<file path="src/hdl/pps_pkg.sv">
package pps_pkg;

  // ****************************************************************
  // bus map
  // ****************************************************************
  localparam logic [7:0] OFF_STATUS = 8'h00; // mode and error summary
  localparam logic [7:0] OFF_ERRFLG = 8'h04; // sticky error causes, write one to clear
  localparam logic [7:0] OFF_CTRL = 8'h08; // host command strobes
  localparam logic [7:0] OFF_ACTIVE = 8'h0c; // settings in force
  localparam logic [7:0] OFF_NVSET = 8'h10; // stored power-on settings
  localparam logic [7:0] OFF_ALIGN = 8'h14; // stored alignment values

  localparam int CTRL_COLD = 0; // remote cold reset command
  localparam int CTRL_DEFAULTS = 1; // reset-defaults control code seen

  // ****************************************************************
  // error causes
  // ****************************************************************
  localparam int NERR = 5;
  localparam int ERR_FATAL = 0;
  localparam int ERR_POUT = 1;
  localparam int ERR_JAM = 2;
  localparam int ERR_EJECT = 3;
  localparam int ERR_LEVER = 4;

  // ****************************************************************
  // setting items, value index follows menu order
  // ****************************************************************
  localparam int NITEMS = 11;
  localparam logic [3:0] ITEM_LAST = 4'ha;
  localparam int IT_HSD = 0; // on, off
  localparam int IT_DIR = 1; // auto, bidirectional, unidirectional
  localparam int IT_EMUL = 2; // native, alternate
  localparam int IT_BUF = 3; // on, off
  localparam int IT_SKIP = 4; // on, off, others
  localparam int IT_TEAR = 5; // on, off
  localparam int IT_ALF = 6; // on, off
  localparam int IT_ACR = 7; // on, off
  localparam int IT_AGM = 8; // on, off
  localparam int IT_ZERO = 9; // on, off
  localparam int IT_BUZZ = 10; // on, off
  localparam logic [1:0] V_ON = 2'h0;
  localparam logic [1:0] V_OFF = 2'h1;
  localparam logic [1:0] V_BIDIR = 2'h1;
  localparam logic [1:0] V_ALT_EMUL = 2'h1;
  // factory image, item 0 in the low bits
  localparam logic [21:0] FACTORY = {
    V_ON, V_OFF, V_OFF, V_OFF, V_OFF, V_OFF, V_OFF, V_ON, 2'h0, V_BIDIR, V_ON};

  localparam logic [2:0] LANG_LAST = 3'h4; // five guide languages
  localparam int NALIGN = 3; // draft, draft copy, letter quality
  localparam logic [1:0] ALN_LQ = 2'h2;
  localparam logic [4:0] ALN_MAX = 5'h1a; // 27 three-led patterns
  localparam logic [4:0] ALN_START = 5'h0d; // middle pattern

  // ****************************************************************
  // types
  // ****************************************************************
  typedef enum logic [1:0] {LED_OFF, LED_ON, LED_BLINK} pps_lmode_t;

  typedef struct packed {
    logic pause;
    logic load;
    logic lf;
    logic tear;
    logic font;
    logic cond;
  } pps_sw_t;

  typedef struct packed {
    pps_lmode_t font2;
    pps_lmode_t font1;
    pps_lmode_t font0;
    pps_lmode_t cond;
    pps_lmode_t tear1;
    pps_lmode_t tear0;
  } pps_led_t;

  typedef struct packed {
    logic carriage_fail;
    logic volt_fault;
    logic cgmem_fail;
    logic load_fail;
    logic eject_fail;
    logic feed_fail;
    logic lever_mismatch;
  } pps_fault_t;

  typedef enum logic [2:0] {
    JOB_NONE, JOB_LANG_SHEET, JOB_GUIDE_SHEET, JOB_ALN_GUIDE, JOB_ALN_PATTERN
  } pps_job_t;

  typedef enum logic [3:0] {
    ST_BOOT, ST_MECH, ST_NORMAL, ST_LPRINT, ST_LANG, ST_GPRINT, ST_MAIN, ST_SUB,
    ST_AGUIDE, ST_APAT, ST_ASEL, ST_ADONE
  } pps_state_t;

endpackage

</file>
<file path="src/hdl/pps_press.sv">
`timescale 1ns/1ps
// turns held switch levels into one-cycle press pulses
module pps_press
  import pps_pkg::*;
(
  input wire logic pclk,
  input wire logic presetn,
  input wire pps_sw_t sw,
  output pps_sw_t press
);

  pps_sw_t last_r;

  // remember the previous level; a press is a rising level
  always_ff @(posedge pclk or negedge presetn) begin
    if (!presetn) begin
      last_r <= '0;
    end else begin
      last_r <= sw;
    end
  end

  // a strap held through release gives one press once the sequencer has left boot for a sheet or mechanism wait,
  // so power-on straps never step a menu
  always_ff @(posedge pclk or negedge presetn) begin
    if (!presetn) begin
      press <= '0;
    end else begin
      press <= sw & ~last_r;
    end
  end

endmodule

</file>
<file path="src/hdl/pps_top.sv">
`timescale 1ns/1ps
module pps_top
  import pps_pkg::*;
(
  input wire logic pclk,
  input wire logic presetn,
  input wire logic psel,
  input wire logic penable,
  input wire logic pwrite,
  input wire logic [7:0] paddr,
  input wire logic [31:0] pwdata,
  output logic [31:0] prdata,
  output logic pready,
  output logic pslverr,
  input wire pps_sw_t sw,
  input wire pps_fault_t fault,
  input wire logic init_n,
  input wire logic cold_cmd,
  input wire logic defaults_code,
  input wire logic mech_done,
  input wire logic print_done,
  output pps_led_t led,
  output logic error_n,
  output logic busy,
  output logic accept_data,
  output logic print_enable,
  output logic mech_init,
  output logic clear_buffers,
  output logic discard_download,
  output logic discard_unprinted,
  output logic standby,
  output logic print_req,
  output pps_job_t print_job,
  output logic [1:0] align_phase,
  output logic [4:0] align_number,
  output logic auto_cr_on,
  output logic alt_graphics_on
);

  // ****************************************************************
  // helpers
  // ****************************************************************
  // base-three digit shown on one led: off, on, blink
  function automatic pps_lmode_t tern(input logic [4:0] n, input int d);
    logic [4:0] q;
    q = n;
    for (int i = 0; i < d; i++) begin
      q = q / 5'h3;
    end
    case (q % 5'h3)
      5'h0: tern = LED_OFF;
      5'h1: tern = LED_ON;
      default: tern = LED_BLINK;
    endcase
  endfunction

  // last value index of a setting item
  function automatic logic [1:0] last_val(input logic [3:0] it);
    if (it == 4'(IT_DIR) || it == 4'(IT_SKIP)) begin
      last_val = 2'h2;
    end else begin
      last_val = 2'h1;
    end
  endfunction

  function automatic pps_lmode_t onoff(input logic b);
    onoff = b ? LED_ON : LED_OFF;
  endfunction

  pps_sw_t press;
  pps_state_t state_r;
  logic [2:0] lang_r;
  logic [3:0] item_r;
  logic [1:0] val_r;
  logic [1:0] nv_r [NITEMS];
  logic [1:0] act_r [NITEMS];
  logic [4:0] aln_r [NALIGN];
  logic [4:0] sel_r;
  logic [1:0] phase_r;
  logic [NERR-1:0] flags_r;
  logic init_last_r;
  logic init_fall;
  logic cold_go;
  logic dflt_go;
  logic wr_en;
  logic err_any;
  logic setup_mode;

  pps_press u_press (
    .pclk(pclk),
    .presetn(presetn),
    .sw(sw),
    .press(press)
  );

  // ****************************************************************
  // host events and bus strobes
  // ****************************************************************
  // access phase is zero-wait: pready is raised by the setup edge
  assign wr_en = psel && penable && pready && pwrite;
  assign cold_go = cold_cmd || (wr_en && paddr == OFF_CTRL && pwdata[CTRL_COLD]);
  assign dflt_go = defaults_code || (wr_en && paddr == OFF_CTRL && pwdata[CTRL_DEFAULTS]);
  assign init_fall = init_last_r && !init_n;
  assign err_any = |flags_r;
  assign setup_mode = state_r inside {ST_LPRINT, ST_LANG, ST_GPRINT, ST_MAIN, ST_SUB,
                                      ST_AGUIDE, ST_APAT, ST_ASEL, ST_ADONE};

  always_ff @(posedge pclk or negedge presetn) begin
    if (!presetn) begin
      init_last_r <= 1'b1;
    end else begin
      init_last_r <= init_n;
    end
  end

  // ****************************************************************
  // mode sequencer
  // ****************************************************************
  always_ff @(posedge pclk or negedge presetn) begin
    if (!presetn) begin
      state_r <= ST_BOOT;
      lang_r <= '0;
      item_r <= '0;
      val_r <= '0;
      sel_r <= ALN_START;
      phase_r <= '0;
    end else begin
      case (state_r)
        // straps are sampled on the first edge after release
        ST_BOOT: begin
          if (sw.font) begin
            state_r <= ST_LPRINT;
          end else if (sw.pause) begin
            state_r <= ST_AGUIDE;
          end else begin
            state_r <= ST_MECH;
          end
        end
        ST_MECH: if (mech_done) begin
          state_r <= ST_NORMAL;
        end
        ST_NORMAL: if (cold_go) begin
          state_r <= ST_MECH;
        end
        ST_LPRINT: if (print_done) begin
          state_r <= ST_LANG;
        end
        ST_LANG: begin
          if (press.tear) begin
            state_r <= ST_GPRINT;
          end else if (press.font) begin
            lang_r <= (lang_r == LANG_LAST) ? 3'h0 : lang_r + 3'h1;
          end
        end
        ST_GPRINT: if (print_done) begin
          state_r <= ST_MAIN;
          item_r <= '0;
        end
        ST_MAIN: begin
          if (press.tear) begin
            state_r <= ST_SUB;
            val_r <= nv_r[item_r];
          end else if (press.font) begin
            item_r <= (item_r == ITEM_LAST) ? 4'h0 : item_r + 4'h1;
          end
        end
        // font confirms the shown value, tear steps it
        ST_SUB: begin
          if (press.font) begin
            state_r <= ST_MAIN;
          end else if (press.tear) begin
            val_r <= (val_r == last_val(item_r)) ? 2'h0 : val_r + 2'h1;
          end
        end
        ST_AGUIDE: if (print_done) begin
          state_r <= ST_APAT;
        end
        ST_APAT: if (print_done) begin
          state_r <= ST_ASEL;
          sel_r <= ALN_START;
        end
        ST_ASEL: begin
          if (press.font) begin
            // phase stops at letter quality so the stored-value lookup stays in range
            if (phase_r != ALN_LQ) begin
              phase_r <= phase_r + 2'h1;
            end
            state_r <= (phase_r == ALN_LQ) ? ST_ADONE : ST_APAT;
          end else if (press.lf && sel_r != '0) begin
            sel_r <= sel_r - 5'h1;
          end else if (press.load && sel_r != ALN_MAX) begin
            sel_r <= sel_r + 5'h1;
          end
        end
        ST_ADONE: state_r <= ST_ADONE;
        default: state_r <= ST_BOOT;
      endcase
    end
  end

  // ****************************************************************
  // stored settings; the power-on image is reset only to factory values
  // ****************************************************************
  always_ff @(posedge pclk or negedge presetn) begin
    if (!presetn) begin
      for (int i = 0; i < NITEMS; i++) begin
        nv_r[i] <= FACTORY[2*i +: 2];
      end
    end else if (state_r == ST_SUB && press.font) begin
      nv_r[item_r] <= val_r;
    end
  end

  // settings in force load from the image at boot only, and reset first refills the image with factory values, so edits never reach them
  always_ff @(posedge pclk or negedge presetn) begin
    if (!presetn) begin
      for (int i = 0; i < NITEMS; i++) begin
        act_r[i] <= FACTORY[2*i +: 2];
      end
    end else if (state_r == ST_BOOT) begin
      act_r <= nv_r;
    end else if (dflt_go && state_r == ST_NORMAL) begin
      for (int i = 0; i < NITEMS; i++) begin
        act_r[i] <= FACTORY[2*i +: 2];
      end
    end
  end

  // alignment lives apart from the settings image and is never defaulted
  always_ff @(posedge pclk or negedge presetn) begin
    if (!presetn) begin
      for (int i = 0; i < NALIGN; i++) begin
        aln_r[i] <= ALN_START;
      end
    end else if (state_r == ST_ASEL && press.font) begin
      aln_r[phase_r] <= sel_r;
    end
  end

  // ****************************************************************
  // error causes: hardware set wins over a software clear
  // ****************************************************************
  always_ff @(posedge pclk or negedge presetn) begin
    if (!presetn) begin
      flags_r <= '0;
    end else begin
      logic [NERR-1:0] set;
      set = '0;
      set[ERR_FATAL] = fault.carriage_fail | fault.volt_fault | fault.cgmem_fail;
      set[ERR_POUT] = fault.load_fail;
      set[ERR_EJECT] = fault.eject_fail;
      set[ERR_JAM] = fault.feed_fail;
      set[ERR_LEVER] = fault.lever_mismatch;
      if (wr_en && paddr == OFF_ERRFLG) begin
        flags_r <= (flags_r & ~pwdata[NERR-1:0]) | set;
      end else begin
        flags_r <= flags_r | set;
      end
    end
  end

  // ****************************************************************
  // host-facing outputs
  // ****************************************************************
  always_ff @(posedge pclk or negedge presetn) begin
    if (!presetn) begin
      error_n <= 1'b1;
      busy <= 1'b1;
      accept_data <= 1'b0;
      print_enable <= 1'b0;
      standby <= 1'b0;
    end else begin
      error_n <= !err_any;
      busy <= err_any || state_r != ST_NORMAL;
      accept_data <= !err_any && state_r == ST_NORMAL;
      print_enable <= !err_any && state_r != ST_BOOT && state_r != ST_MECH;
      if ((init_fall && !setup_mode) || (state_r == ST_MECH && mech_done)) begin
        standby <= !err_any;
      end else if (err_any || state_r != ST_NORMAL) begin
        standby <= 1'b0;
      end
    end
  end

  // initialisation pulses, one cycle each
  always_ff @(posedge pclk or negedge presetn) begin
    if (!presetn) begin
      mech_init <= 1'b0;
      clear_buffers <= 1'b0;
      discard_download <= 1'b0;
      discard_unprinted <= 1'b0;
    end else begin
      logic oper;
      oper = (init_fall && !setup_mode) || (state_r == ST_MECH && mech_done);
      mech_init <= state_r == ST_BOOT && !sw.font && !sw.pause
                   || state_r == ST_NORMAL && cold_go;
      clear_buffers <= oper;
      discard_download <= oper;
      discard_unprinted <= oper || (dflt_go && state_r == ST_NORMAL);
    end
  end

  // print requests hold until the mechanism reports the sheet done
  always_ff @(posedge pclk or negedge presetn) begin
    if (!presetn) begin
      print_req <= 1'b0;
      print_job <= JOB_NONE;
    end else begin
      case (state_r)
        ST_LPRINT: print_job <= JOB_LANG_SHEET;
        ST_GPRINT: print_job <= JOB_GUIDE_SHEET;
        ST_AGUIDE: print_job <= JOB_ALN_GUIDE;
        ST_APAT: print_job <= JOB_ALN_PATTERN;
        default: print_job <= JOB_NONE;
      endcase
      print_req <= state_r inside {ST_LPRINT, ST_GPRINT, ST_AGUIDE, ST_APAT} && !print_done;
    end
  end

  // ****************************************************************
  // panel leds and applied options
  // ****************************************************************
  always_ff @(posedge pclk or negedge presetn) begin
    if (!presetn) begin
      led <= '0;
      align_phase <= '0;
      align_number <= '0;
      auto_cr_on <= 1'b0;
      alt_graphics_on <= 1'b0;
    end else begin
      logic [4:0] shown;
      logic alt;
      shown = (state_r == ST_LANG) ? {2'h0, lang_r} : {1'h0, item_r};
      if (state_r inside {ST_ASEL, ST_APAT}) begin
        shown = sel_r;
      end
      led.font0 <= tern(shown, 0);
      led.font1 <= tern(shown, 1);
      led.font2 <= tern(shown, 2);
      led.cond <= onoff(state_r == ST_SUB && val_r[1]);
      led.tear1 <= onoff(state_r == ST_SUB && val_r[0]);
      led.tear0 <= onoff(state_r == ST_SUB);
      align_phase <= phase_r;
      align_number <= aln_r[phase_r];
      alt = act_r[IT_EMUL] == V_ALT_EMUL;
      auto_cr_on <= alt && act_r[IT_ACR] == V_ON;
      alt_graphics_on <= alt && act_r[IT_AGM] == V_ON;
    end
  end

  // ****************************************************************
  // register bus slave
  // ****************************************************************
  always_ff @(posedge pclk or negedge presetn) begin
    if (!presetn) begin
      pready <= 1'b0;
      pslverr <= 1'b0;
      prdata <= '0;
    end else begin
      logic [31:0] rd;
      logic bad;
      rd = '0;
      bad = 1'b0;
      case (paddr)
        OFF_STATUS: rd = {22'h0, err_any, setup_mode, 4'(state_r), 4'(phase_r)};
        OFF_ERRFLG: rd = {27'h0, flags_r};
        OFF_CTRL: rd = '0;
        OFF_ACTIVE: for (int i = 0; i < NITEMS; i++) rd[2*i +: 2] = act_r[i];
        OFF_NVSET: for (int i = 0; i < NITEMS; i++) rd[2*i +: 2] = nv_r[i];
        OFF_ALIGN: for (int i = 0; i < NALIGN; i++) rd[8*i +: 5] = aln_r[i];
        default: bad = 1'b1;
      endcase
      pready <= psel && !penable;
      pslverr <= psel && !penable && bad;
      prdata <= (psel && !penable && !pwrite && !bad) ? rd : 32'h0;
    end
  end

  // ****************************************************************
  // checks
  // ****************************************************************
  a_err_drives_pins: assert property (@(posedge pclk) disable iff (!presetn)
    (|flags_r) |=> (!error_n && busy && !accept_data && !print_enable))
    else $error("error state not shown on host pins");

  a_fatal_sets_flag: assert property (@(posedge pclk) disable iff (!presetn)
    (fault.carriage_fail || fault.volt_fault || fault.cgmem_fail) |=> flags_r[ERR_FATAL])
    else $error("fatal cause did not raise fatal flag");

  a_feed_is_jam: assert property (@(posedge pclk) disable iff (!presetn)
    (fault.feed_fail && !fault.load_fail) |=> (flags_r[ERR_JAM] ##1 error_n == 1'b0))
    else $error("failed feed not reported as jam");

  a_setup_stays_busy: assert property (@(posedge pclk) disable iff (!presetn)
    (setup_mode && $past(setup_mode)) |=> (busy && !accept_data && $stable(setup_mode)))
    else $error("settings or alignment mode let host data in");

  a_align_step_up: assert property (@(posedge pclk) disable iff (!presetn)
    (state_r == ST_ASEL && press.load && !press.font && !press.lf && sel_r != ALN_MAX)
    |=> sel_r == $past(sel_r) + 5'h1)
    else $error("load press did not raise pattern number");

  a_boot_pause_align: assert property (@(posedge pclk) disable iff (!presetn)
    (state_r == ST_BOOT && sw.pause && !sw.font) |=> state_r == ST_AGUIDE ##1
    (print_req && print_job == JOB_ALN_GUIDE))
    else $error("pause strap did not start alignment guide");

  a_init_clears: assert property (@(posedge pclk) disable iff (!presetn)
    (init_fall && !setup_mode) |=> (clear_buffers && discard_download) ##1 !clear_buffers)
    else $error("host init pulse did not clear buffers for one cycle");

  a_cold_mech: assert property (@(posedge pclk) disable iff (!presetn)
    (state_r == ST_NORMAL && cold_go) |=> (mech_init && state_r == ST_MECH))
    else $error("cold command did not restart mechanism");

  a_submenu_store: assert property (@(posedge pclk) disable iff (!presetn)
    (state_r == ST_SUB && press.font) |=> (state_r == ST_MAIN && nv_r[item_r] == $past(val_r)))
    else $error("confirmed value not stored");

endmodule

</file>
<file path="config.mk">
export PLATFORM = sky130hd
export DESIGN_NAME = pps_top
export DESIGN_NICKNAME = d
export VERILOG_FILES = /design/src/hdl/pps_pkg.sv /design/src/hdl/pps_press.sv /design/src/hdl/pps_top.sv
export SDC_FILE = /design/constraint.sdc
export NUM_CORES = 1
export LEC_CHECK = 0
export BUFFER_PORTS_ARGS = -buffer_cell sky130_fd_sc_hd__buf_4
export CAP_MARGIN = 15
export CORE_ASPECT_RATIO = 0.5
export CORE_MARGIN = 1
export CORE_UTILIZATION = 40
export CTS_BUF_LIST = sky130_fd_sc_hd__clkbuf_16
export CTS_CLUSTER_DIAMETER = 200
export DETAILED_ROUTE_END_ITERATION = 8
export MAX_ROUTING_LAYER = met4
export PLACE_DENSITY = 0.62
export SYNTH_ARGS = -nofsm -noshare
export SYNTH_HDL_FRONTEND = slang
export SYNTH_SLANG_ARGS = --single-unit
</file>
<file path="constraint.sdc">
create_clock -name pclk -period 12.31 [get_ports pclk]
set_input_delay 2.462 -clock pclk [delete_from_list [all_inputs] [get_ports pclk]]
set_output_delay 2.462 -clock pclk [all_outputs]
set_load 0.05 [all_outputs]
</file>
==> impl_metrics.env <==
export IMPL_synth_edf_count=0
export IMPL_finalNonFillerCells=1130
export IMPL_period_share=0.541
export IMPL_overflow=0
export IMPL_rows=35
export IMPL_die_x_um=199
export IMPL_syn_to_final_growth_pct=19.1
export IMPL_ys_top_cells_by_area="dfrtp_1 38%, dfstp_2 9.8%, mux2_2 6.1%, nand2_1 5.0%, mux2i_1 4.4%"
export IMPL_slew_headroom=0.236
export IMPL_cts_tree="yes"
export IMPL_rsz0062_at_grt="no"
export IMPL_fill_cells=1721
export IMPL_post_route_worst_setup_slack_ns=5.65
export IMPL_root_buffer="clkbuf_16"
export IMPL_crit_slowest_cell="dfrtp_1"
export IMPL_syn_avg_cell_area_sq_um=9.94
export IMPL_wirelength_um=19800
export IMPL_ys_seq_area_frac=0.480
export IMPL_pre_cts_ws_ns=5.81
export IMPL_grt_max_degree=88
export IMPL_setup_viol=0
export IMPL_fin_setup_tns_ns=0
export IMPL_cp_arrival_ns=7.02
export IMPL_htree_levels=4
export IMPL_max_stage_delay_ns=0.70
export IMPL_drtAntennaViolNets=0
export IMPL_cts_hold_buf=0
export IMPL_hold_class="reg2reg"
export IMPL_critical_path_class="reg2reg"
export IMPL_seqCellArea_sq_um=3710
export IMPL_clk_insertion_delay_late_ns=0.43
export IMPL_drive_gt1_frac=0.256
export IMPL_yosysTopAreaCell="dfrtp_1"
export IMPL_drc=0
export IMPL_p_per_area_nw_per_um2=177
export IMPL_syn_cell_area_sq_um=7740
export IMPL_fin_crit_ns=6.66
export IMPL_synth_warnings=0
export IMPL_cts_clk_slew_worst_paths_ns=0.07
export IMPL_clockBufferDepth=2
export IMPL_vdd_ir_drop_max_mv=0.108
export IMPL_detail_route_first_pass_iterations=5
export IMPL_dieArea_sq_um=20000
export IMPL_start_kind="flip-flop"
export IMPL_place_hpwl_um=13800
export IMPL_n_antenna_cell=0
export IMPL_async_flop_share=1.00
export IMPL_grt_usage=0.216
export IMPL_cts_made_buffers=17
export IMPL_ios=131
export IMPL_core_area_sq_um=18700
export IMPL_synth_cell_type_count=75
export IMPL_worstSetupEndpointType="flip-flop"
export IMPL_vias_per_cell=5.44
export IMPL_final_design_area_no_fill_sq_um=9220
export IMPL_drt_iter0_markers=361
export IMPL_multi_input_area_sq_um=3750
export IMPL_syn_instance_count=779
export IMPL_dieHeight_um=100
export IMPL_routed_via_count=6150
export IMPL_skew_ns=0.0110
export IMPL_crit_required_ns=12.67
export IMPL_fin_util=0.494
export IMPL_p_total_mw=1.63
export IMPL_yosysMostFrequentCell="dfrtp_1"
export IMPL_antenna_found_initial=0
export IMPL_place_gp_congestion=0.898
export IMPL_tightest_slew_ns=1.15
export IMPL_max_freq_mhz=150
export IMPL_finalHoldViolCount=0
export IMPL_p_leak_nw=4.17
export IMPL_drv_slew=0
export IMPL_place_area_sq_um=8600
export IMPL_yosysTopAreaCellShare=0.381
export IMPL_yosys_register_bits=147
export IMPL_start_util=0.415
export IMPL_worstPathMaxFanout=22
export IMPL_grt_pass1_wl_um=32300
export IMPL_layout_nets=938
export IMPL_clock_sinks=147
export IMPL_synth_top_flop_cell="dfrtp_1"
export IMPL_wire_per_inst_um=17.6
export IMPL_post_cts_resized=0
export IMPL_holdWs_ns=0.386
export IMPL_outcome="finished, final reports clean"
export IMPL_dp_cells=1097
export IMPL_cts_setup_buffers=0
export IMPL_yosys_top_cells_count="118 x dfrtp_1, 103 x nand2_1, 79 x nor2_1"
export IMPL_grt_pass1_vias=6078
export IMPL_io_buffers=89
export IMPL_cp_cell_sequence="nor4b_1 > mux2_2 > mux2i_2 > inv_1 > ha_1 > xor2_1 > a211oi_1 > nor2_1 > a21oi_1 > inv_1 > ha_1 > or2_2 > nor2_1 > a22oi_1 > a2111oi_4 > inv_1 > ha_1 > inv_1 > ha_1 > nor4b_1 > mux2_2"
export IMPL_maxCapViolations=0
[power breakdown]
group | switching (mW) | internal (mW)
registers | 0.106 | 0.561
logic | 0.274 | 0.164
clock network | 0.235 | 0.288
[registers in the layout, summed over array words and instances (netlist names), 5 cells and up]
signal        cells
flags_r           5
led               9
aln_r            15
act_r            22
nv_r             22
prdata           22
sel_r             5
align_number      5
[layer usage]
| metal | up-vias | share of wire | track usage |
|---|---|---|---|
| li1 | 2889 | - | - |
| met1 | 3059 | 0.50 | 0.299 |
| met2 | 175 | 0.44 | 0.317 |
| met3 | 27 | 0.047 | 0.0504 |
| met4 | 0 | 0.013 | 0.0574 |
| met5 | - | 0 | - |
[placed cells by master, fill, tap and decap left out, types with 3 or more instances in the layout]
cell / n
nor2b_1: 11
nor3_1: 16
inv_1: 26
nand4_1: 5
a21oi_1: 40
a221oi_1: 3
a211oi_1: 5
mux2i_1: 34
nand3_1: 15
a21o_1: 12
mux2_2: 42
inv_6: 5
o32a_1: 3
o22ai_1: 10
nor3b_1: 3
nor2_1: 79
o21ai_0: 51
xnor2_1: 7
nor4b_1: 3
dfstp_2: 29
a31oi_1: 7
clkinv_4: 3
dfrtp_1: 118
clkbuf_16: 17
or2_2: 3
buf_4: 94
ha_1: 16
nand2_1: 103
xor2_1: 4
conb_1: 13
o41ai_1: 3
and2_1: 4
a22oi_1: 8
mux4_2: 4
a22o_1: 4
nand2b_1: 13
[layout make-up]
cell class / count / area share
flip-flops and latches: 147 / 0.403
inverters: 26 / 0.0106
clock inverters: 15 / 0.0182
clock buffers: 17 / 0.0461
multi-input cells: 570 / 0.406
well taps: 259 / 0.0351
repair buffers: 96 / 0.0807
[final timing paths]
| path | from | to | slack (ns) | cells after the start |
|---|---|---|---|---|
| hold / removal | u_press.last_r[3]$_DFF_PN0_ | u_press.press[3]$_DFF_PN0_ | 0.39 | 1 |
| max in group asynchronous | presetn | aln_r[2]$_DFFE_PN1P_ | 9.03 | 3 |
| setup reg to reg | state_r[1]$_DFFE_PN0P_ | led[10]$_DFF_PN0_ | 5.65 | 21 |
| setup / recovery | state_r[1]$_DFFE_PN0P_ | led[10]$_DFF_PN0_ | 5.65 | 21 |
| hold reg to reg | u_press.last_r[3]$_DFF_PN0_ | u_press.press[3]$_DFF_PN0_ | 0.39 | 1 |
| min in group asynchronous | presetn | flags_r[0]$_DFF_PN0_ | 2.00 | 1 |
[critical path, delay by kind of cell (launching register included)]
family	cells	cell delay (ns)
AND/OR/NAND/NOR	5	1.86
AO/OA/AOI/OAI	4	1.44
adder cells (fa/ha/maj)	4	0.94
multiplexers	3	0.92
flip-flops	1	0.70
buffers and inverters	4	0.51
XOR/XNOR	1	0.22
[logic make-up (layout without fill, tap and decap cells)]
kind of cell / after synthesis / after routing / share of synthesized area
DFF: 147 / 147 / 0.480
adders and majority gates: 17 / 17 / 0.0284
buffers and inverters: 74 / 154 / 0.0430
and+or+nand+nor: 270 / 270 / 0.159
other: 1 / 13 / 0.000484
AOI/OAI and AO/OA: 175 / 175 / 0.152
muxes: 84 / 84 / 0.125
xor gates and xnor gates: 11 / 11 / 0.0124
Power figures use the tool's default switching activity.
